<file path="src/psig_defines.vh">
// Constants for the operating-mode sequencer: register offsets, field
// positions, reset values and timing counts.
// Assumes a 100 MHz system clock and a byte-addressed 32-bit register port.
`ifndef PSIG_DEFINES_VH
`define PSIG_DEFINES_VH

// ----------------------------------------------------------------------
// Register offsets
// ----------------------------------------------------------------------
`define PSIG_OFF_CTRL      8'h00
`define PSIG_OFF_STATUS    8'h04
`define PSIG_OFF_HOLD      8'h08
`define PSIG_OFF_UPPER     8'h0c
`define PSIG_OFF_LOWER     8'h10
`define PSIG_OFF_EXCUR     8'h14
`define PSIG_OFF_LOOP      8'h18
`define PSIG_OFF_SLAVE     8'h1c
`define PSIG_OFF_TIME      8'h20
`define PSIG_OFF_EVCNT     8'h24
`define PSIG_OFF_EVIDX     8'h28
`define PSIG_OFF_EVDATA    8'h2c
`define PSIG_OFF_IRQ_STAT  8'h30
`define PSIG_OFF_IRQ_MASK  8'h34
`define PSIG_OFF_VERSION   8'h38

// ----------------------------------------------------------------------
// Field positions and reset values
// ----------------------------------------------------------------------
`define PSIG_CTRL_DET_RST  0
`define PSIG_IRQ_DETECT    0
`define PSIG_IRQ_APPROACH  1
`define PSIG_IRQ_CANCEL    2
`define PSIG_IRQ_BASELINE  3
`define PSIG_IRQ_LOGFULL   4
`define PSIG_RST_HOLD      24'h00000a
`define PSIG_RST_UPPER     16'h0100
`define PSIG_RST_LOWER     16'h0080
`define PSIG_RST_EXCUR     8'h02
`define PSIG_LOOP_MIN      8'h28
`define PSIG_LOOP_MAX      8'hc8
`define PSIG_RST_LOOP_LSN  8'h28
`define PSIG_RST_LOOP_DET  8'hc8
`define PSIG_SLAVE_MIN     8'h01
`define PSIG_SLAVE_MAX     8'hf7
`define PSIG_RST_SLAVE     8'h01
`define PSIG_HOURS_STICKY  8'h63
`define PSIG_LOG_DEPTH     99

// ----------------------------------------------------------------------
// Screen codes
// ----------------------------------------------------------------------
`define PSIG_SCR_OFF       3'h0
`define PSIG_SCR_SPLASH    3'h1
`define PSIG_SCR_PRODUCT   3'h2
`define PSIG_SCR_CLOCK     3'h3
`define PSIG_SCR_BASELINE  3'h4
`define PSIG_SCR_APPROACH  3'h5
`define PSIG_SCR_DETECT    3'h6
`define PSIG_SCR_MENU      3'h7

// ----------------------------------------------------------------------
// Timing
// ----------------------------------------------------------------------
`define PSIG_CLK_PERIOD_NS 10
`define PSIG_TICK_NS       1000000000
`define PSIG_TICK_CYCLES   (`PSIG_TICK_NS / `PSIG_CLK_PERIOD_NS)
`define PSIG_FLASH_NS      100000000
`define PSIG_FLASH_CYCLES  (`PSIG_FLASH_NS / `PSIG_CLK_PERIOD_NS)
`define PSIG_SCREEN_S      3'h5
`define PSIG_LISTEN_FLASH_S 3'h5

`endif

</file>
<file path="src/psig_mode_seq.v">
// Operating-mode sequencer: power-on screens, baseline phase, listening,
// approach and detection, LED cadence, relay and current-loop levels,
// event log, hold delay and button overrides.
// Assumes the front end delivers the level difference on this clock and
// the button arrives raw from a pin.
// How it works
// - Splash screen first, five-second countdown shown
// - Splash ends on countdown zero or press
// - Then product screen, then date-time screen
// - Date and time shown blank until set
// - Then baseline phase acquires ambient noise level
// - Listening: display off, flash every five seconds
// - Listening holds relay and loop non-detection
// - Button in listening enters the menu
// - Approach shown; cancel blanks, else detection
// - Detection: message, one-second flash, outputs set
// - Each detection timestamp stored for later viewing
// - Hold delay elapses, then back to listening
// - Button during detection ends hold at once
// - Hours 99 latches; button or serial clears
// - Loop levels configurable 4-20 mA, defaults
// - Log keeps at most 99 events
// - Approach cancelled unless excursion outlasted minimum time
// - Slave address accepted only 1 to 247
//
// Our own choices: the address map and the address-and-strobe port.
`timescale 1ns/1ps
`include "psig_defines.vh"
`default_nettype none

module psig_mode_seq
#(
   parameter TICK_CYCLES  = `PSIG_TICK_CYCLES,
   parameter FLASH_CYCLES = `PSIG_FLASH_CYCLES,
   parameter DIFF_W       = 16,
   parameter FW_VERSION   = 32'h00010000   // Arbitrary value
)
(
   // Clock and reset
   input  wire              CLK_I,
   input  wire              SRST_I,
   // Register port
   input  wire [7:0]        ADDR_I,
   input  wire [31:0]       WDATA_I,
   input  wire              WR_I,
   input  wire              RD_I,
   output reg  [31:0]       RDATA_O,
   // Front end and button
   input  wire              BUTTON_I,
   input  wire [DIFF_W-1:0] LEVEL_DIFFERENCE_I,
   input  wire              BASELINE_DONE_I,
   input  wire              MENU_DONE_I,
   // Display
   output reg  [2:0]        SCREEN_O,
   output reg  [2:0]        SCREEN_TIMEOUT_COUNTER_O,
   output reg               TIME_BLANK_O,
   output reg  [31:0]       EVENT_TIME_O,
   // Front end control and menu
   output reg               BASELINE_START_O,
   output reg               MENU_ACTIVE_O,
   // Signalling outputs
   output reg               LED_O,
   output reg               RELAY_O,
   output reg  [7:0]        LOOP_LEVEL_O,
   output reg               IRQ_O
);

   // ----------------------------------------------------------------------
   // States
   // ----------------------------------------------------------------------
   localparam [7:0] S_SPLASH   = 8'h01;
   localparam [7:0] S_PRODUCT  = 8'h02;
   localparam [7:0] S_CLOCK    = 8'h04;
   localparam [7:0] S_BASELINE = 8'h08;
   localparam [7:0] S_LISTEN   = 8'h10;
   localparam [7:0] S_APPROACH = 8'h20;
   localparam [7:0] S_DETECT   = 8'h40;
   localparam [7:0] S_MENU     = 8'h80;

   reg  [7:0]        state_r;
   reg  [7:0]        state_nxt;
   reg  [2:0]        cd_r;
   reg  [2:0]        cd_nxt;
   reg  [19:0]       hold_r;
   reg  [19:0]       hold_nxt;
   reg               sticky_event_state_r;
   reg               sticky_nxt;
   reg  [7:0]        exc_r;
   reg  [7:0]        exc_nxt;
   reg  [2:0]        lflash_r;
   reg  [31:0]       flash_r;
   reg               btn_s1_r;
   reg               btn_s2_r;
   reg               btn_d_r;
   reg  [23:0]       hold_hours_field_r;
   reg  [DIFF_W-1:0] upper_trip_threshold_r;
   reg  [DIFF_W-1:0] lower_trip_threshold_r;
   reg  [7:0]        minimum_excursion_time_r;
   reg  [7:0]        loop_lsn_r;
   reg  [7:0]        loop_det_r;
   reg  [7:0]        slave_r;
   reg  [31:0]       time_r;
   reg               time_set_r;
   reg  [6:0]        ev_cnt_r;
   reg  [6:0]        ev_idx_r;
   reg  [31:0]       ev_mem [0:`PSIG_LOG_DEPTH-1];
   reg  [4:0]        irq_stat_r;
   reg  [4:0]        irq_mask_r;
   reg  [4:0]        irq_set;
   reg  [31:0]       rd_val;
   reg               log_evt;
   wire              tick;
   wire              press;
   wire              ser_reset;
   wire              log_full;

   // ----------------------------------------------------------------------
   // Helpers
   // ----------------------------------------------------------------------
   // Hold delay field (hours, minutes, seconds) to a count of seconds
   function [19:0] hold_seconds;
      input [23:0] f;
      begin
         hold_seconds = ({12'h000, f[23:16]} * 20'h00e10)
                      + ({12'h000, f[15:8]} * 20'h0003c)
                      + {12'h000, f[7:0]};
      end
   endfunction

   // Inclusive range check used for every bounded setting
   function in_range;
      input [7:0] v;
      input [7:0] lo;
      input [7:0] hi;
      begin
         in_range = (v >= lo) && (v <= hi);
      end
   endfunction

   // ----------------------------------------------------------------------
   // Tick and button
   // ----------------------------------------------------------------------
   psig_tick #(.TICK_CYCLES(TICK_CYCLES)) u_tick
   (
      .clk_i  (CLK_I),
      .srst_i (SRST_I),
      .tick_o (tick)
   );

   // Button is a pin: two flops before the edge detector
   always @(posedge CLK_I)
   begin
      if (SRST_I)
      begin
         btn_s1_r <= 1'b0;
         btn_s2_r <= 1'b0;
         btn_d_r  <= 1'b0;
      end
      else
      begin
         btn_s1_r <= BUTTON_I;
         btn_s2_r <= btn_s1_r;
         btn_d_r  <= btn_s2_r;
      end
   end

   assign press     = btn_s2_r & ~btn_d_r;
   assign ser_reset = WR_I && (ADDR_I == `PSIG_OFF_CTRL) && WDATA_I[`PSIG_CTRL_DET_RST];
   assign log_full  = (ev_cnt_r == `PSIG_LOG_DEPTH);

   // ----------------------------------------------------------------------
   // Mode sequencer
   // ----------------------------------------------------------------------
   always @*
   begin
      state_nxt  = state_r;
      cd_nxt     = cd_r;
      hold_nxt   = hold_r;
      sticky_nxt = sticky_event_state_r;
      exc_nxt    = exc_r;
      log_evt    = 1'b0;
      irq_set    = 5'h00;
      case (state_r)
         S_SPLASH:
         begin
            if (press || (tick && cd_r == 3'h1))
            begin
               state_nxt = S_PRODUCT;
               cd_nxt    = `PSIG_SCREEN_S;
            end
            else if (tick)
               cd_nxt = cd_r - 3'h1;
         end
         S_PRODUCT, S_CLOCK:
         begin
            if (tick && cd_r == 3'h1)
            begin
               state_nxt = (state_r == S_PRODUCT) ? S_CLOCK : S_BASELINE;
               cd_nxt    = `PSIG_SCREEN_S;
            end
            else if (tick)
               cd_nxt = cd_r - 3'h1;
         end
         S_BASELINE:
         begin
            if (BASELINE_DONE_I)
            begin
               state_nxt = S_LISTEN;
               irq_set[`PSIG_IRQ_BASELINE] = 1'b1;
            end
         end
         S_LISTEN:
         begin
            if (press)
               state_nxt = S_MENU;
            else if (LEVEL_DIFFERENCE_I > upper_trip_threshold_r)
            begin
               state_nxt = S_APPROACH;
               exc_nxt   = 8'h00;
               irq_set[`PSIG_IRQ_APPROACH] = 1'b1;
            end
         end
         S_APPROACH:
         begin
            // Time above the upper threshold, saturating
            if (tick && LEVEL_DIFFERENCE_I > upper_trip_threshold_r && exc_r != 8'hff)
               exc_nxt = exc_r + 8'h01;
            if (LEVEL_DIFFERENCE_I < lower_trip_threshold_r)
            begin
               if (exc_r > minimum_excursion_time_r)
               begin
                  state_nxt  = S_DETECT;
                  log_evt    = 1'b1;
                  hold_nxt   = hold_seconds(hold_hours_field_r);
                  sticky_nxt = (hold_hours_field_r[23:16] == `PSIG_HOURS_STICKY);
                  irq_set[`PSIG_IRQ_DETECT]  = 1'b1;
                  irq_set[`PSIG_IRQ_LOGFULL] = log_full;
               end
               else
               begin
                  state_nxt = S_LISTEN;
                  irq_set[`PSIG_IRQ_CANCEL] = 1'b1;
               end
            end
         end
         S_DETECT:
         begin
            if (press || ser_reset)
            begin
               state_nxt  = S_LISTEN;
               sticky_nxt = 1'b0;
            end
            else if (!sticky_event_state_r && tick)
            begin
               if (hold_r <= 20'h00001)
                  state_nxt = S_LISTEN;
               else
                  hold_nxt = hold_r - 20'h00001;
            end
         end
         S_MENU:
         begin
            if (MENU_DONE_I)
               state_nxt = S_LISTEN;
         end
         default:
            state_nxt = S_SPLASH;
      endcase
   end

   always @(posedge CLK_I)
   begin
      if (SRST_I)
      begin
         state_r              <= S_SPLASH;
         cd_r                 <= `PSIG_SCREEN_S;
         hold_r               <= 20'h00000;
         sticky_event_state_r <= 1'b0;
         exc_r                <= 8'h00;
      end
      else
      begin
         state_r              <= state_nxt;
         cd_r                 <= cd_nxt;
         hold_r               <= hold_nxt;
         sticky_event_state_r <= sticky_nxt;
         exc_r                <= exc_nxt;
      end
   end

   // ----------------------------------------------------------------------
   // Clock, event log and settings
   // ----------------------------------------------------------------------
   // Out-of-range writes leave the old setting, so a bad serial write
   // cannot push the loop or the slave address outside its span
   always @(posedge CLK_I)
   begin
      if (SRST_I)
      begin
         hold_hours_field_r       <= `PSIG_RST_HOLD;
         upper_trip_threshold_r   <= `PSIG_RST_UPPER;
         lower_trip_threshold_r   <= `PSIG_RST_LOWER;
         minimum_excursion_time_r <= `PSIG_RST_EXCUR;
         loop_lsn_r               <= `PSIG_RST_LOOP_LSN;
         loop_det_r               <= `PSIG_RST_LOOP_DET;
         slave_r                  <= `PSIG_RST_SLAVE;
         time_r                   <= 32'h00000000;
         time_set_r               <= 1'b0;
         ev_cnt_r                 <= 7'h00;
         ev_idx_r                 <= 7'h00;
         irq_mask_r               <= 5'h00;
      end
      else
      begin
         if (WR_I && ADDR_I == `PSIG_OFF_HOLD)
            hold_hours_field_r <= WDATA_I[23:0];
         if (WR_I && ADDR_I == `PSIG_OFF_UPPER)
            upper_trip_threshold_r <= WDATA_I[DIFF_W-1:0];
         if (WR_I && ADDR_I == `PSIG_OFF_LOWER)
            lower_trip_threshold_r <= WDATA_I[DIFF_W-1:0];
         if (WR_I && ADDR_I == `PSIG_OFF_EXCUR)
            minimum_excursion_time_r <= WDATA_I[7:0];
         if (WR_I && ADDR_I == `PSIG_OFF_LOOP)
         begin
            if (in_range(WDATA_I[7:0], `PSIG_LOOP_MIN, `PSIG_LOOP_MAX))
               loop_lsn_r <= WDATA_I[7:0];
            if (in_range(WDATA_I[15:8], `PSIG_LOOP_MIN, `PSIG_LOOP_MAX))
               loop_det_r <= WDATA_I[15:8];
         end
         if (WR_I && ADDR_I == `PSIG_OFF_SLAVE
             && in_range(WDATA_I[7:0], `PSIG_SLAVE_MIN, `PSIG_SLAVE_MAX))
            slave_r <= WDATA_I[7:0];
         // A write to the clock wins over the running second count
         if (WR_I && ADDR_I == `PSIG_OFF_TIME)
         begin
            time_r     <= WDATA_I;
            time_set_r <= 1'b1;
         end
         else if (tick)
            time_r <= time_r + 32'h00000001;
         if (WR_I && ADDR_I == `PSIG_OFF_EVIDX)
            ev_idx_r <= WDATA_I[6:0];
         if (WR_I && ADDR_I == `PSIG_OFF_IRQ_MASK)
            irq_mask_r <= WDATA_I[4:0];
         // Log stops when full rather than overwrite the oldest entry
         if (log_evt && !log_full)
            ev_cnt_r <= ev_cnt_r + 7'h01;
      end
   end

   // Log memory has no reset; entries beyond the count read as zero
   always @(posedge CLK_I)
   begin
      if (log_evt && !log_full)
         ev_mem[ev_cnt_r] <= time_r;
   end

   // ----------------------------------------------------------------------
   // Interrupts and read port
   // ----------------------------------------------------------------------
   // A new event in the clearing cycle stays set
   always @(posedge CLK_I)
   begin
      if (SRST_I)
         irq_stat_r <= 5'h00;
      else if (WR_I && ADDR_I == `PSIG_OFF_IRQ_STAT)
         irq_stat_r <= (irq_stat_r & ~WDATA_I[4:0]) | irq_set;
      else
         irq_stat_r <= irq_stat_r | irq_set;
   end

   always @*
   begin
      rd_val = 32'h00000000;
      case (ADDR_I)
         `PSIG_OFF_STATUS:   rd_val = {16'h0000, 7'h00, sticky_event_state_r, state_r};
         `PSIG_OFF_HOLD:     rd_val = {8'h00, hold_hours_field_r};
         `PSIG_OFF_UPPER:    rd_val[DIFF_W-1:0] = upper_trip_threshold_r;
         `PSIG_OFF_LOWER:    rd_val[DIFF_W-1:0] = lower_trip_threshold_r;
         `PSIG_OFF_EXCUR:    rd_val = {24'h000000, minimum_excursion_time_r};
         `PSIG_OFF_LOOP:     rd_val = {16'h0000, loop_det_r, loop_lsn_r};
         `PSIG_OFF_SLAVE:    rd_val = {24'h000000, slave_r};
         `PSIG_OFF_TIME:     rd_val = time_r;
         `PSIG_OFF_EVCNT:    rd_val = {25'h0000000, ev_cnt_r};
         `PSIG_OFF_EVIDX:    rd_val = {25'h0000000, ev_idx_r};
         `PSIG_OFF_EVDATA:
            if (ev_idx_r < ev_cnt_r)
               rd_val = ev_mem[ev_idx_r];
         `PSIG_OFF_IRQ_STAT: rd_val = {27'h0000000, irq_stat_r};
         `PSIG_OFF_IRQ_MASK: rd_val = {27'h0000000, irq_mask_r};
         `PSIG_OFF_VERSION:  rd_val = FW_VERSION;
         default:            rd_val = 32'h00000000;
      endcase
   end

   // Read data stand in each cycle after a cycle with the read strobe, zero otherwise
   always @(posedge CLK_I)
   begin
      if (SRST_I)
         RDATA_O <= 32'h00000000;
      else
         RDATA_O <= RD_I ? rd_val : 32'h00000000;
   end

   // ----------------------------------------------------------------------
   // LED cadence
   // ----------------------------------------------------------------------
   // Listening flashes every fifth tick, detection every tick
   always @(posedge CLK_I)
   begin
      if (SRST_I)
      begin
         lflash_r <= 3'h0;
         flash_r  <= 32'h00000000;
         LED_O    <= 1'b0;
      end
      else
      begin
         if (state_r != S_LISTEN)
            lflash_r <= 3'h0;
         else if (tick)
            lflash_r <= (lflash_r == `PSIG_LISTEN_FLASH_S - 3'h1) ? 3'h0 : lflash_r + 3'h1;
         if (tick && ((state_r == S_LISTEN && lflash_r == `PSIG_LISTEN_FLASH_S - 3'h1)
                      || state_r == S_DETECT))
         begin
            flash_r <= FLASH_CYCLES - 1;
            LED_O   <= 1'b1;
         end
         else if (flash_r != 32'h00000000)
            flash_r <= flash_r - 32'h00000001;
         else
            LED_O <= 1'b0;
      end
   end

   // ----------------------------------------------------------------------
   // Display, outputs and interrupt line
   // ----------------------------------------------------------------------
   always @(posedge CLK_I)
   begin
      if (SRST_I)
      begin
         SCREEN_O                 <= `PSIG_SCR_SPLASH;
         SCREEN_TIMEOUT_COUNTER_O <= `PSIG_SCREEN_S;
         TIME_BLANK_O             <= 1'b1;
         EVENT_TIME_O             <= 32'h00000000;
         BASELINE_START_O         <= 1'b0;
         MENU_ACTIVE_O            <= 1'b0;
         RELAY_O                  <= 1'b0;
         LOOP_LEVEL_O             <= `PSIG_RST_LOOP_LSN;
         IRQ_O                    <= 1'b0;
      end
      else
      begin
         case (state_r)
            S_SPLASH:   SCREEN_O <= `PSIG_SCR_SPLASH;
            S_PRODUCT:  SCREEN_O <= `PSIG_SCR_PRODUCT;
            S_CLOCK:    SCREEN_O <= `PSIG_SCR_CLOCK;
            S_BASELINE: SCREEN_O <= `PSIG_SCR_BASELINE;
            S_APPROACH: SCREEN_O <= `PSIG_SCR_APPROACH;
            S_DETECT:   SCREEN_O <= `PSIG_SCR_DETECT;
            S_MENU:     SCREEN_O <= `PSIG_SCR_MENU;
            default:    SCREEN_O <= `PSIG_SCR_OFF;
         endcase
         SCREEN_TIMEOUT_COUNTER_O <= cd_r;
         TIME_BLANK_O             <= ~time_set_r;
         if (log_evt)
            EVENT_TIME_O <= time_r;
         BASELINE_START_O <= (state_r == S_CLOCK) && (state_nxt == S_BASELINE);
         MENU_ACTIVE_O    <= (state_r == S_MENU);
         RELAY_O          <= (state_r == S_DETECT);
         LOOP_LEVEL_O     <= (state_r == S_DETECT) ? loop_det_r : loop_lsn_r;
         IRQ_O            <= |(irq_stat_r & irq_mask_r);
      end
   end

endmodule
`default_nettype wire

</file>
<file path="src/psig_tick.v">
// One-second tick divider for the operating-mode sequencer.
// Assumes a free-running system clock and a synchronous active-high reset.
`timescale 1ns/1ps
`include "psig_defines.vh"
`default_nettype none

module psig_tick
#(
   parameter TICK_CYCLES = `PSIG_TICK_CYCLES
)
(
   // Clock and reset
   input  wire        clk_i,
   input  wire        srst_i,
   // Tick
   output reg         tick_o
);

   reg [31:0] div_r;

   // ----------------------------------------------------------------------
   // Divider
   // ----------------------------------------------------------------------
   // Counts down so the compare is against a constant zero
   always @(posedge clk_i)
   begin
      if (srst_i)
      begin
         div_r  <= 32'h00000000;
         tick_o <= 1'b0;
      end
      else if (div_r == 32'h00000000)
      begin
         div_r  <= TICK_CYCLES - 1;
         tick_o <= 1'b1;
      end
      else
      begin
         div_r  <= div_r - 32'h00000001;
         tick_o <= 1'b0;
      end
   end

endmodule
`default_nettype wire

</file>
<file path="config.mk">
export PLATFORM = sky130hd
export DESIGN_NAME = psig_mode_seq
export DESIGN_NICKNAME = d
export VERILOG_FILES = /design/src/psig_mode_seq.v /design/src/psig_tick.v
export VERILOG_INCLUDE_DIRS = /design/src
export SDC_FILE = /design/constraint.sdc
export NUM_CORES = 2
export LEC_CHECK = 0
export BUFFER_PORTS_ARGS = -buffer_cell sky130_fd_sc_hd__buf_2
export CORE_ASPECT_RATIO = 1.2
export CORE_MARGIN = 1
export CORE_UTILIZATION = 30
export DETAILED_ROUTE_END_ITERATION = 6
export PLACE_DENSITY = 0.41
export REMOVE_ABC_BUFFERS = 1
export SLEW_MARGIN = 0
export SYNTH_ARGS = -nofsm -noshare
export SYNTH_HDL_FRONTEND = slang
export SYNTH_SLANG_ARGS = --single-unit
</file>
<file path="constraint.sdc">
create_clock -name CLK_I -period 4.9 [get_ports CLK_I]
set_clock_uncertainty 0.2 [all_clocks]
set_input_delay 0.98 -clock CLK_I [delete_from_list [all_inputs] [get_ports CLK_I]]
set_output_delay 0.98 -clock CLK_I [all_outputs]
set_load 0.05 [all_outputs]
</file>
**Word level (Yosys, flattened, before mapping)**

Memory sizes are Yosys's and may differ from the RTL's. A register that Yosys moved wholly into a read port is not among the register bits.
Cells that the tools add are included.

- Output and inout port bits: 84
- Register bits: 340
- RAM bits: 3168
- Memories: 1

Memory list:

| memory | words | width | rd ports | clocked after Yosys merged registers in | write ports | line | text |
|---|---|---|---|---|---|---|---|
| ev_mem | 99 | 32 | 1 | 1 | 1 | psig_mode_seq.v:106 | `` reg [31:0] ev_mem [0:`PSIG_LOG_DEPTH-1]; `` |

- Multipliers: 2
- $add $sub $neg: 10
- Reduce and logical (&&, ||, !) cells: 48
- Bitwise operators: 9
- Eq/ne operators: 39
- Muxes and demuxes: 64
- Order comparisons: 11

Operators with widths:

| operator | count |
|---|---|
| one-hot mux 16 bit (13 select lines) | 1 |
| two-way mux 8 bit | 14 |
| two-way mux 20 bit | 5 |
| two-way mux 32 bit | 3 |
| == test 8 x 6 -> 1 bit (second input constant) | 8 |
| one-hot mux 16 bit (4 select lines) | 1 |
| subtractor 32 x 1 -> 32 bit (second input constant) | 2 |
| one-hot mux 8 bit (7 select lines) | 1 |
| two-way mux 24 bit | 2 |
| == test 8 x 5 -> 1 bit (second input constant) | 5 |
| one-hot mux 20 bit (2 select lines) | 1 |
| adder 32 x 1 -> 32 bit (second input constant) | 1 |
| == test 8 x 4 -> 1 bit (second input constant) | 4 |
| logical NOT 32 bit | 1 |
| nonzero test 32 bit | 1 |
| two-way mux 27 bit | 1 |
| <= comparator 8 bit (second input constant) | 3 |
| logical AND 1 bit | 24 |
| two-way mux 1 bit | 22 |
| two-way mux 7 bit | 3 |
| one-hot mux 3 bit (7 select lines) | 1 |
| adder 20 x 14 -> 20 bit | 1 |
| adder 20 x 8 -> 20 bit | 1 |
| <= comparator 20 x 1 -> 1 bit (second input constant) | 1 |
| 44 further kinds | 76 |

**Depth between registers and ports, before layout**

- Depth after elaboration: 8
- Depth in mapped cells: 20
- Depth with buffers taken out: 20

**By module**

Synthesis repeated with hierarchy kept, for this count alone.

- Cells, all modules: 7144
- Area, all modules: 139684.0 sq um

Modules (own cells, without submodules):

| module | area each (sq um) | instances | cells each |
|---|---|---|---|
| psig_mode_seq | 138212.6 | 1 | 6981 |
| psig_tick | 1471.4 | 1 | 163 |

**Worst setup path after synthesis**

Ideal clock, no wire load.

- Path type: input -> register
- Start: in LEVEL_DIFFERENCE_I[1]
- End: mem ev_mem[75][0] (enable)
- Stages on the path: 9
- Path buffers: 1
- Arrival: 4.482 ns
- Data required time: 4.279 ns
- Path slack: -0.203 ns
- Cell sequence: ha_1 -> o21ai_0 -> a31oi_1 -> o311ai_0 -> nand4_2 -> nor3_1 -> nand4_1 -> clkbuf_1 -> nor2_1

- Longest elaborated chain between the ends: 6

RTL lines:

| what | line | text |
|---|---|---|
| from (decl) | psig_mode_seq.v:50 | `input wire [DIFF_W-1:0] LEVEL_DIFFERENCE_I,` |
| < comparator 16 bit | psig_mode_seq.v:228 | `if (LEVEL_DIFFERENCE_I < lower_trip_threshold_r)` |
| two-way mux 1 bit | psig_mode_seq.v:228 |  |
| two-way mux 1 bit | psig_mode_seq.v:183 | `case (state_r)` |
| logical AND 1 bit | psig_mode_seq.v:354 | `if (log_evt && !log_full)` |
| two-way mux 1 bit | psig_mode_seq.v:354 |  |
| two-way mux 1 bit (not written as such) | psig_mode_seq.v:355 | `ev_mem[ev_cnt_r] <= time_r;` |
| to (decl) | psig_mode_seq.v:106 |  |

Every way passes these cells.

**Final worst setup path**

- Start: reg hold_hours_field_r[8]
- End: reg hold_r[16]

- Longest elaborated chain between the ends: 6

RTL lines:

| what | line | text |
|---|---|---|
| from (decl) | psig_mode_seq.v:95 | `reg [23:0] hold_hours_field_r;` |
| from (signal assigned) | psig_mode_seq.v:300 | `` hold_hours_field_r <= `PSIG_RST_HOLD; `` |
| from (signal assigned) | psig_mode_seq.v:316 | `hold_hours_field_r <= WDATA_I[23:0];` |
| multiplier 8 x 4 -> 12 bit | psig_mode_seq.v:125 | `+ ({12'h000, f[15:8]} * 20'h0003c)` |
| adder 20 x 14 -> 20 bit | psig_mode_seq.v:125 |  |
| adder 20 x 8 -> 20 bit | psig_mode_seq.v:126 | `+ {12'h000, f[7:0]};` |
| two-way mux 20 bit | psig_mode_seq.v:230 | `if (exc_r > minimum_excursion_time_r)` |
| two-way mux 20 bit | psig_mode_seq.v:228 |  |
| one-hot mux 20 bit (2 select lines) | psig_mode_seq.v:183 |  |
| to (signal assigned) | psig_mode_seq.v:285 | `hold_r <= hold_nxt;` |
| to (decl) | psig_mode_seq.v:84 | `reg [19:0] hold_r;` |

Every way passes these cells. The select of a mux whose other input is x is not followed.
A chain may end at the register's enable or synchronous reset.

==> results.yml <==
run_status:
  status: "finished clean"
floorplan:
  core_sq_um: 464000
  die_w_microns: 625
  fp.dieH_microns: 749
  num_io_pins: 147
  num_rows: 274
  die-area_sq_um: 468000
  initial_utilization_pct: 30.1
yosys:
  synth_edf_count: 3168
  synth_top_area_share_pct: 68.2
  syn_inst: 7102
  synth_commonest_cells: "edfxtp_1, mux4_2, nand2_1, nor2_1, dfxtp_1"
  ys_seq_area_share_pct: 73.1
  synth-seq-cells: 3515
  post-synth-top-count-cell: "edfxtp_1"
  yosys_most_used_dff: "edfxtp_1"
  yosys_warnings: 0
  yosysUniqueCellTypes: 90
  syn-cell-area_sq_um: 140000
  synth_area_leader_cell: "edfxtp_1"
  synth-async-reset-ratio_pct: 0
  syn_area_per_cell_sq_um: 19.7
  synth_area_leaders: "edfxtp_1, mux4_2, dfxtp_1"
cts:
  root_buffer: "clkbuf_16"
  tritoncts_num_sinks: 3515
  cts_made_buffers: 374
  h-tree-depth: 5
  clockBufferDepth: 4
  cts_tree: "done"
  clk_latency_ps: 1020
  path_clk_slew_ps: 80
final_layout:
  drive_above_1_share_pct: 29.8
  multi_input_area_sq_um: 36400
  final_nets: 8015
  utilization_pct: 35.9
  n_fill_cell: 43183
  area_growth_pct: 19.1
  regArea_sq_um: 102000
  postLayoutCellArea_sq_um: 166000
routing:
  viasPerCell: 5.09
  drcViolationCount: 0
  wirelength_microns: 455000
  drt-pass1-iter-count: 5
  wl_per_cell_microns: 31.8
  antenna_left: 0
  drt_iter0_markers: 6588
  vias: 72957
grt:
  grt_first_pass_wirelength_microns: 629000
  overflow: 0
  grt_max_degree: 116
  antenna_found_initial: 46
  grt_usage_pct: 19.2
  first_global_vias: 76253
setup_path:
  arrival_ps: 5500
  crit_required_ps: 5600
  worstSetupEndpointType: "flop"
  critPathKind: "reg2reg"
  crit_fanout: 3
  start_kind: "flop"
place:
  gp_congestion: 0.814
  port_buffers: 146
  placed_cell_area_sq_um: 154000
  post-dp-hpwl_microns: 289000
timing:
  fmax_mhz: 208
  grt_setup_unrepaired: "yes"
  min_period_ps: 4800
  worst_pin_slew_ps: 1240
  hold_viol: 0
  fin_hold_ws_ps: 106
  finalCritPeriodShare_pct: 98.0
  final_max_slew_viol_count: 0
  tns_ps: 0
  setup_viol: 0
  relSlewSlack_pct: 16.6
pwr:
  ir_worst_vdd_uv: 310
  leakage_nw: 52.6
  power_density_nw_per_um2: 377
run:
  maxCapViolCount: 0
worst_hold_path:
  hp-class: "in2reg"
-- final cells by class --
| type | count | share of cell area [%] |
|---|---|---|
| Antenna cell | 15 | 0.0226 |
| Clock buffer | 454 | 5.96 |
| Clock inverter | 234 | 1.27 |
| Inverter | 111 | 0.251 |
| Multi-Input combinational cell | 3091 | 21.9 |
| Sequential cell | 3515 | 61.5 |
| Tap cell | 6210 | 4.67 |
| Timing Repair Buffer | 702 | 4.43 |
-- per-layer routing --
layer  vias to the layer above  share of wire (%)  wire [microns]  track usage (%)
met5                         -                  0               0                0
met4                         0                2.6           11900             4.80
met3                       499                4.4           20200             2.34
met2                      1968                 50          228000             33.0
met1                     39959                 43          196000             25.8
li1                      30531                  -               -                -
-- path summary, 6_finish.rpt --
path / slack (ps) / cells after the start / to / start
worst min-delay path: 110 / 3 / hold_hours_field_r[23] / WDATA_I[23]
worst max-delay path: 100 / 19 / hold_r[16] / hold_hours_field_r[8]
worst min register to register: 200 / 1 / TIME_BLANK_O / time_set_r
worst max register to register: 100 / 19 / hold_r[16] / hold_hours_field_r[8]
-- logic make-up (layout without fill, tap and decap cells) --
kind of cell               count (synthesis)  count (layout)  share of synthesized area [%]
xor gates and xnor gates                 114             114                          0.715
other                                      0              15                              0
AOI/OAI and AO/OA                        643             643                           2.99
DFF                                     3515            3515                           73.1
buffers and inverters                    496            1501                           1.53
and+or+nand+nor                         1059            1059                           3.52
adders and majority gates                157             157                           1.55
muxes                                   1118            1118                           16.6
-- placed cells by master (no fill, tap or decap), types with 23 or more instances in the layout --
cell type / synthesis / routed
buf_12: 0 / 194
xor2_1: 59 / 59
nor3_1: 49 / 48
ha_1: 131 / 124
inv_1: 111 / 111
mux2_2: 23 / 23
o211ai_1: 24 / 24
o21ai_0: 106 / 98
a21oi_1: 241 / 236
buf_2: 100 / 145
nor2b_1: 30 / 30
a211o_1: 25 / 25
dfxtp_1: 347 / 306
xnor2_1: 55 / 53
nand2_1: 351 / 349
nand3_1: 83 / 80
mux4_2: 951 / 951
mux2i_1: 144 / 144
clkbuf_1: 212 / 62
nor2_1: 351 / 245
nor2_4: 0 / 101
bufinv_16: 0 / 32
clkinv_1: 0 / 91
edfxtp_1: 3168 / 3168
clkinv_2: 0 / 69
clkbuf_16: 0 / 380
fa_1: 26 / 25
a211oi_1: 51 / 51
buf_4: 18 / 353
a221oi_1: 23 / 23
dfxtp_4: 0 / 39
nand4_1: 33 / 33
-- sequential cells by signal, indices dropped and copies added, names as in the netlist, 16 cells and up, named ones only --
| name | cells |
|---|---|
| flash_r | 32 |
| hold_r | 20 |
| time_r | 32 |
| ev_mem | 3168 |
| EVENT_TIME_O | 32 |
| lower_trip_threshold_r | 16 |
| u_tick.div_r | 32 |
| hold_hours_field_r | 24 |
| RDATA_O | 32 |
| upper_trip_threshold_r | 16 |
-- worst max-delay path, cell delays in order, from the launching register on --
cell and delay, ps:
dfxtp_2 330, fa_1 570, fa_1 460, buf_6 140, fa_2 400, a21oi_2 160
nor2_1 60, nor2_2 130, o21bai_1 90, a21oi_2 150, o21ai_1 100, xor2_1 150
ha_1 310, ha_4 290, and3_4 180, o221ai_4 100, a311oi_2 270, nor2_1 90
or4_1 400, a31oi_1 130
-- repair_timing --
item / CTS / global route
hold buffers: 8 / 0
buffers inserted: 2 / 4
pin swaps: 16 / 24
gates resized for setup: 18 / 26
hold endpoints to repair: 8 / 0
endpoints found under the setup margin: 8 / 10
-- stage by stage --
stage,instances,power (mW),setup WS [ps]
after global routing,14318,64.6,-70.9
after floorplan,6717,34.6,-30210
after global placement,13615,35.0,-461
after CTS,14313,63.4,-23.5
final,14332,62.7,97.9
after detailed placement,13615,35.1,-366
-- report_power, final --
group / switching (mW) / leakage, nW / total, mW / internal, mW
sequential: 0.271 / 32.8 / 32.7 / 32.5
clock: 12.1 / 5.87 / 28.2 / 16.1
combinational: 1.05 / 13.9 / 1.74 / 0.686
total: 13.5 / 52.6 / 62.7 / 49.2
No activity file was read; power rests on OpenSTA's default activity.
